**src/rtl/word_decode_pkg.sv**
```systemverilog
// shared constants for the dac input word decoder
package word_decode_pkg;
    localparam int WORD_BITS      = 24;
    localparam int WORD_PEC_BITS  = 32;
    localparam int PAYLOAD_BITS   = 16;
    localparam int NUM_CHANNELS   = 4;
    // field positions inside the 24-bit word
    localparam int RW_POS         = 23;
    localparam int DEV_SEL_LSB    = 21;
    localparam int REG_SEL_LSB    = 18;
    localparam int CH_SEL_LSB     = 16;
    localparam int CTRL_SEL_LSB   = 13;
    // reg_select_field codes
    localparam logic [2:0] REG_DATA        = 3'h0;
    localparam logic [2:0] REG_GAIN        = 3'h2;
    localparam logic [2:0] REG_GAIN_ALL    = 3'h3;
    localparam logic [2:0] REG_OFFSET      = 3'h4;
    localparam logic [2:0] REG_OFFSET_ALL  = 3'h5;
    localparam logic [2:0] REG_CLEAR       = 3'h6;
    localparam logic [2:0] REG_CONTROL     = 3'h7;
    // reset values
    localparam logic [15:0] DATA_RST   = 16'h0000;
    localparam logic [15:0] GAIN_RST   = 16'hffff;
    localparam logic [15:0] OFFSET_RST = 16'h8000;
    localparam logic [15:0] CLEAR_RST  = 16'h0000;
endpackage

```
**src/rtl/word_write_if.sv**
```systemverilog
// write strobe bundle between decoder and channel register store
`timescale 1ns/10ps
interface word_write_if;
    logic        wr_data;
    logic        wr_gain;
    logic        wr_offset;
    logic        wr_clear;
    logic        broadcast;
    logic [1:0]  channel;
    logic [15:0] payload;
    modport source (output wr_data, wr_gain, wr_offset, wr_clear,
                    output broadcast, channel, payload);
    modport sink   (input wr_data, wr_gain, wr_offset, wr_clear,
                    input broadcast, channel, payload);
endinterface

```
**src/rtl/dac_input_word_register_decode.sv**
```systemverilog
// decoder of framed 24/32-bit input words into channel registers
// What this block does
// - word is 24 bits MSB first: rw, dev sel, reg sel, ch sel, payload
// - act only when device select equals the two hardware address pins
// - reg select 000 writes the addressed channel data register
// - reg select 110 writes the addressed channel clear value
// - reg select 111 routes the word to the control register path
// - channel select 00..11 picks A..D, ignored for broadcast writes
// - channel data sits in the low sixteen bits of the word
// - sixteen bit gain per channel, reg select 010 writes one
// - reg select 011 writes the gain of all four channels
// - gain is unsigned and resets to all ones
// - sixteen bit offset per channel, reg select 100 writes one
// - reg select 101 writes the offset of all four channels
// - offset resets to midscale, meaning no adjustment
// - clear value resets to zero, output for use on asynchronous clear
// - each channel's response to clear has a software enable
// - control writes carry a 3-bit control select below channel select
`timescale 1ns/10ps
module dac_input_word_register_decode
    import word_decode_pkg::*;
(
    input  wire logic        clk_i,
    input  wire logic        srst_i,
    input  wire logic        word_valid_i,
    input  wire logic [31:0] word_i,
    input  wire logic        packet_check_extension_i,
    input  wire logic        hw_address_pin1_i,
    input  wire logic        hw_address_pin0_i,
    input  wire logic [3:0]  clear_enable_i,
    input  wire logic        clear_pin_i,
    output logic [15:0]      channel_output_code_o [NUM_CHANNELS],
    output logic [15:0]      channel_gain_trim_o   [NUM_CHANNELS],
    output logic [15:0]      channel_offset_trim_o [NUM_CHANNELS],
    output logic [15:0]      channel_clear_value_o [NUM_CHANNELS],
    output logic [3:0]       channel_cleared_o,
    output logic             ctrl_write_o,
    output logic [2:0]       control_select_field_o,
    output logic [1:0]       ctrl_channel_o,
    output logic [12:0]      ctrl_payload_o
);

    ////////////////////////////////////////////////////////////////////
    word_write_if wr ();

    logic [23:0] w;
    logic [2:0]  addr_s1_r;
    logic [2:0]  addr_s2_r;
    logic [2:0]  addr_s3_r;
    logic [1:0]  addr_r;
    logic [1:0]  dev_sel;
    logic [2:0]  reg_sel;
    logic [1:0]  channel_select;
    logic        device_hit;
    logic        is_write;

    // with check extension the trailing byte is the crc, word sits above
    assign w = packet_check_extension_i ? word_i[31:8] : word_i[23:0];

    ////////////////////////////////////////////////////////////////////
    // address pins and clear pin are asynchronous: three-stage sampling
    always_ff @(posedge clk_i) begin
        if (srst_i) begin
            addr_s1_r <= 3'h0;
            addr_s2_r <= 3'h0;
            addr_s3_r <= 3'h0;
            addr_r    <= 2'h0;
        end else begin
            addr_s1_r <= {clear_pin_i, hw_address_pin1_i, hw_address_pin0_i};
            addr_s2_r <= addr_s1_r;
            addr_s3_r <= addr_s2_r;
            if (addr_s2_r[1:0] == addr_s3_r[1:0]) begin
                addr_r <= addr_s3_r[1:0];
            end
        end
    end

    logic clear_lvl_r;
    always_ff @(posedge clk_i) begin
        if (srst_i) begin
            clear_lvl_r <= 1'b0;
        end else if (addr_s2_r[2] == addr_s3_r[2]) begin
            clear_lvl_r <= addr_s3_r[2];
        end
    end

    ////////////////////////////////////////////////////////////////////
    assign dev_sel          = w[DEV_SEL_LSB +: 2];
    assign reg_sel          = w[REG_SEL_LSB +: 3];
    assign channel_select   = w[CH_SEL_LSB +: 2];
    assign device_hit       = (dev_sel == addr_r);
    // rw low means write; reads are outside this block
    assign is_write         = word_valid_i && !w[RW_POS] && device_hit;

    always_comb begin
        wr.wr_data   = 1'b0;
        wr.wr_gain   = 1'b0;
        wr.wr_offset = 1'b0;
        wr.wr_clear  = 1'b0;
        wr.broadcast = 1'b0;
        wr.channel   = channel_select;
        wr.payload   = w[PAYLOAD_BITS-1:0];
        if (is_write) begin
            unique case (reg_sel)
                REG_DATA:       wr.wr_data = 1'b1;
                REG_GAIN:       wr.wr_gain = 1'b1;
                REG_GAIN_ALL: begin
                    wr.wr_gain   = 1'b1;
                    wr.broadcast = 1'b1;
                end
                REG_OFFSET:     wr.wr_offset = 1'b1;
                REG_OFFSET_ALL: begin
                    wr.wr_offset = 1'b1;
                    wr.broadcast = 1'b1;
                end
                REG_CLEAR:      wr.wr_clear = 1'b1;
                default: ;
            endcase
        end
    end

    channel_reg_store u_store (
        .clk_i    (clk_i),
        .srst_i   (srst_i),
        .wr       (wr.sink),
        .data_o   (channel_output_code_o),
        .gain_o   (channel_gain_trim_o),
        .offset_o (channel_offset_trim_o),
        .clear_o  (channel_clear_value_o)
    );

    ////////////////////////////////////////////////////////////////////
    // control register path: handed out for a separate sub-decoder
    always_ff @(posedge clk_i) begin
        if (srst_i) begin
            ctrl_write_o           <= 1'b0;
            control_select_field_o <= 3'h0;
            ctrl_channel_o         <= 2'h0;
            ctrl_payload_o         <= 13'h0000;
        end else begin
            ctrl_write_o <= is_write && (reg_sel == REG_CONTROL);
            if (is_write && (reg_sel == REG_CONTROL)) begin
                control_select_field_o <= w[CTRL_SEL_LSB +: 3];
                ctrl_channel_o         <= channel_select;
                ctrl_payload_o         <= w[12:0];
            end
        end
    end

    ////////////////////////////////////////////////////////////////////
    // per-channel clear response, gated by software enable
    always_ff @(posedge clk_i) begin
        if (srst_i) begin
            channel_cleared_o <= 4'h0;
        end else begin
            channel_cleared_o <= {4{clear_lvl_r}} & clear_enable_i;
        end
    end

endmodule

```
**src/rtl/channel_reg_store.sv**
```systemverilog
// per-channel data, gain, offset and clear value registers
`timescale 1ns/10ps
module channel_reg_store
    import word_decode_pkg::*;
(
    input  wire logic        clk_i,
    input  wire logic        srst_i,
    word_write_if.sink       wr,
    output logic [15:0]      data_o   [NUM_CHANNELS],
    output logic [15:0]      gain_o   [NUM_CHANNELS],
    output logic [15:0]      offset_o [NUM_CHANNELS],
    output logic [15:0]      clear_o  [NUM_CHANNELS]
);

    function automatic logic hit(input logic [1:0] ch, input int idx,
                                 input logic bc);
        hit = bc || (ch == idx[1:0]);
    endfunction

    for (genvar c = 0; c < NUM_CHANNELS; c++) begin : g_ch
        always_ff @(posedge clk_i) begin
            if (srst_i) begin
                data_o[c]   <= DATA_RST;
                gain_o[c]   <= GAIN_RST;
                offset_o[c] <= OFFSET_RST;
                clear_o[c]  <= CLEAR_RST;
            end else begin
                if (wr.wr_data && hit(wr.channel, c, 1'b0)) begin
                    data_o[c] <= wr.payload;
                end
                if (wr.wr_gain && hit(wr.channel, c, wr.broadcast)) begin
                    gain_o[c] <= wr.payload;
                end
                if (wr.wr_offset && hit(wr.channel, c, wr.broadcast)) begin
                    offset_o[c] <= wr.payload;
                end
                if (wr.wr_clear && hit(wr.channel, c, 1'b0)) begin
                    clear_o[c] <= wr.payload;
                end
            end
        end
    end
endmodule

```
**config.mk**
```make
export PLATFORM = sky130hd
export DESIGN_NAME = dac_input_word_register_decode
export DESIGN_NICKNAME = d
export VERILOG_FILES = /design/src/rtl/word_decode_pkg.sv /design/src/rtl/word_write_if.sv /design/src/rtl/dac_input_word_register_decode.sv /design/src/rtl/channel_reg_store.sv
export SDC_FILE = /design/constraint.sdc
export NUM_CORES = 1
export LEC_CHECK = 0
export BUFFER_PORTS_ARGS = -buffer_cell sky130_fd_sc_hd__buf_4
export CAP_MARGIN = 25
export CORE_MARGIN = 2
export CORE_UTILIZATION = 29
export DETAILED_ROUTE_END_ITERATION = 8
export MAX_ROUTING_LAYER = met4
export PLACE_DENSITY_LB_ADDON = 0.25
export SETUP_SLACK_MARGIN = 0.4
export SLEW_MARGIN = 5
export SYNTH_ARGS = -nofsm -noshare
export SYNTH_HDL_FRONTEND = slang
export SYNTH_SLANG_ARGS = --single-unit
```
**constraint.sdc**
```tcl
create_clock -name clk_i -period 3.3 [get_ports clk_i]
set_clock_uncertainty 0.15 [all_clocks]
set_input_delay 0.495 -clock clk_i [delete_from_list [all_inputs] [get_ports clk_i]]
set_output_delay 0.495 -clock clk_i [all_outputs]
set_load 0.05 [all_outputs]
```
==> impl.org <==
** Drt
- Final routed DRC violation total :: 0
- In the final routed layout, each cell accounts on average for 21.0 um.
- Dividing the detail-routed via count by the number of cells gives 4.94.
- Final wirelength :: around 40000 um
- The count of nets left with antenna violations once routing finished came out at 0.
- For this run, the detailed router's first-pass iteration total came to 5.
- Detailed-route via count :: 9497
- DRC marker count from the first detailed-route iteration :: 564

** Clocking
- CTS built an H-tree with a depth of 2.
- Clock-pin slew was measured on the worst setup and hold paths at 0.06 ns.
- Clock tree synthesis found a total of 291 sinks.
- Hold buffer count at cts :: 0
- Post-CTS timing repair inserted 0 buffers for setup.
- CTS Root Cell :: sky130_fd_sc_hd__clkbuf_16
- For the worst-skew pair, the clock arrives at the later sink with an insertion delay of ~0.52 ns.
- Inserted Clock Buffers :: 34
- The clock passes through at most 3 buffers.
- Number of instances resized during post-cts repair :: 0
- TritonCTS built the clock tree.

** Critical path
- Among all stages on the critical path, the largest delay is contributed by sky130_fd_sc_hd__nor4_4.
- Crit path from :: packet_check_extension_i
- Launch instance of the worst register-to-register path :: addr_r[1]
- Cell breakdown of the critical path :: buf_4 > mux2i_1 > nand2_1 > nor4_4 > buf_12 > and2_1 > buf_4 > mux2i_1
- By startpoint and endpoint, the worst setup path is classified as in -> reg.
- The worst setup path is captured at a register.
- WP data arrival :: approximately 2.8 ns
- Worst path max stage delay :: 0.40 ns
- At the worst endpoint, the required time is 3.61 ns.
- Top fanout value on the critical path :: 78
- The worst setup path is launched from a primary input.

** Pwr
- The worst-case IR drop observed on VDD is 0.000369 V.
- Total power per unit cell area :: 517 mW/mm2
- For this design the static power due to leakage is 6.07 nW.

** Die
- After floorplanning, the core was sized to cover 0.0375 mm2.
- Floorplan die height :: 198 um
- Top-level I/O count :: 322
- Number of rows in the core area :: 71
- Measured along the x axis, the die boundary spans 198 um.
- Die outline area :: 0.0394 mm2
- For this configuration, the core starts out at a cell density of 0.293.

** STA
- Headroom to the max-slew limit :: 0.343
- In the final timing run, aggregate negative setup slack is 0 ns.
- Final critical-path share of the clock period :: 0.757
- Number of slew-limit violations in the final report :: 0
- For this run, the top clock speed supported by timing is 400 MHz.
- Once routing completed, OpenROAD measured the worst setup slack at 0.803 ns.
- Actual slew at the worst max-slew pin :: roughly 1 ns
- Final setup violation count :: 0
- Setup repair after global routing left no endpoint under its margin.
- Final Critical Period :: 2.50 ns
- Final hold vios :: 0

** Min path
- The startpoint identified for the worst hold timing path is clear_enable_i[2].
- Type of the worst min-delay path :: in -> reg

** Yosys
- Syn_area_per_cell :: 9.95 um2
- Synth warn :: 0
- Yosys attributes the largest share of cell area to sky130_fd_sc_hd__dfxtp_1 53%, sky130_fd_sc_hd__a211oi_1 11%, sky130_fd_sc_hd__mux2i_1 8.0%.
- When the netlist entered floorplanning its net count stood at 1146.
- Count of mapped cells out of synthesis :: 1103
- Total of flip-flops plus latches after synthesis :: about 290
- Count of different cell masters after synthesis :: 49
- Of the post-synthesis cell area, the dominant cell type holds 0.531.
- In this run the cell area of the synthesized design comes to 0.0110 mm2.
- Sequential fraction of the synthesis area :: 0.531
- The largest total area in the synthesized netlist belongs to sky130_fd_sc_hd__dfxtp_1.

** Cells and area
- Post-layout nets :: 1431
- From synthesis to final layout, the design area changed by 38.5%.
- Leaving out filler cells and counting taps, the final layout contains 1924.
- Commonest non-fill, non-tap cell in the layout :: sky130_fd_sc_hd__buf_4
- Final core area utilization :: 0.405
- Post-route cell area :: 0.0152 mm2
- Leaving out fill and tap cells, the most frequent cells in the layout are 366 x sky130_fd_sc_hd__buf_4, 291 x sky130_fd_sc_hd__dfxtp_1, 161 x sky130_fd_sc_hd__a211oi_1.
- Share of post-route cells with drive strength above 1 :: 0.324

** Placed design
- Routability cong. :: 0.793
- Post-detail-place hpwl :: 27500 um
- Prior to clock tree synthesis, the placed netlist has a worst setup slack of 0.288 ns.
- Cell count after placement :: roughly 1900
- The count of buffers added on input and output ports is 321.
- Summing all placed instances gives a cell area of 0.0141 mm2.

** Global route
- Entering global routing, the biggest net connects 105 pins.
- The first global-routing pass estimated 58600 um of wire.
- GRT Resource Usage Total :: 0.205
- The number of antenna violations at the first check in global routing was 2.
- Via count of the first global-routing pass :: 8996
- Total congestion overflow :: 0

** Job
- The tool flagged a number of max-cap violations equal to 0.

** Status
- The run finished with clean final reports.
==> registers in the layout, summed over array words and instances, names as in the netlist <==
name	count
u_store.data_o	64
addr_s1_r	3
clear_lvl_r	1
ctrl_payload_o	13
u_store.clear_o	64
addr_s2_r	3
addr_r	2
u_store.gain_o	64
control_select_field_o	3
channel_cleared_o	4
u_store.offset_o	64
ctrl_channel_o	2
addr_s3_r	3
ctrl_write_o	1
==> critical path, delay by kind of cell <==
family | cells | cell delay [ns]
mux | 2 | 0.58
buf+inv | 3 | 0.78
simple gates | 3 | 0.88
==> cells in the mapped netlist (all sizes together) <==
| cell | number |
|---|---|
| dfxtp | 291 |
| a211oi | 161 |
| a21oi | 143 |
| nor2 | 139 |
| mux2i | 89 |
| clkbuf | 86 |
| nor2b | 43 |
| buf | 35 |
| a311oi | 30 |
| mux2 | 16 |
| and2 | 11 |
| nand2 | 9 |
| xnor2 | 6 |
| inv | 5 |
| nor4 | 5 |
| nand2b | 4 |
| a22oi | 3 |
| nor3b | 3 |
| a21o | 2 |
| a31oi | 2 |
| nor3 | 2 |
| nor4b | 2 |
| o211ai | 2 |
| o21ai | 2 |
| o22ai | 2 |
| a21boi | 1 |
| a221o | 1 |
| and3 | 1 |
| and3b | 1 |
| nand3b | 1 |
| o2111ai | 1 |
| o21a | 1 |
| o32ai | 1 |
| or2 | 1 |
| or3b | 1 |
==> kinds of logic after synthesis <==
logic type      synth area share
buf+inv                   0.0492
flops                      0.531
mux                       0.0988
compound gates             0.212
simple gates               0.102
xor+xnor                 0.00719
==> path summary, 6_finish.rpt <==
kind	endpoint	slack (ns)	depth (start not counted)
worst max-delay path	u_store.offset_o[47]	0.80	8
worst min-delay path	channel_cleared_o[2]	0.03	2
worst max register to register	u_store.offset_o[38]	0.86	6
worst min register to register	addr_s2_r[2]	0.29	1
==> through the flow <==
| stage | total power (W) | hold WS [ns] |
|---|---|---|
| 6_report | 0.00785 | 0.0306 |
| 5_1_grt | 0.00810 | 0.0169 |
| 4_1_cts | 0.00794 | 0.00364 |
| 3_5_place_dp | 0.00427 | 0.286 |
| 3_3_place_gp | 0.00427 | 0.279 |
| 2_1_floorplan | 0.00396 | 0.264 |
==> power by group <==
part           internal, W  total [W]  switching, W
Sequential         0.00353    0.00354     0.0000112
Clock              0.00216    0.00367       0.00150
Combinational     0.000187   0.000640      0.000453
Total              0.00589    0.00785       0.00197
==> layout make-up <==
type | instances | area, um2
Inverter | 5 | 18.8
Timing Repair Buffer | 370 | 2820
Multi-Input combinational cell | 686 | 4820
Clock buffer | 52 | 1000
Fill cell | 3758 | 22300
Tap cell | 511 | 639
Antenna cell | 2 | 5.00
Sequential cell | 291 | 5830
Clock inverter | 7 | 66.3
==> per-layer routing <==
layer / track usage / part of all wire / vias to the layer above
li1: - / - / 4545
met4: 0.0514 / 0.020 / 0
met5: - / 0 / -
met2: 0.314 / 0.46 / 303
met3: 0.0597 / 0.075 / 49
met1: 0.265 / 0.45 / 4600
No activity file was read; power rests on OpenSTA's default activity.
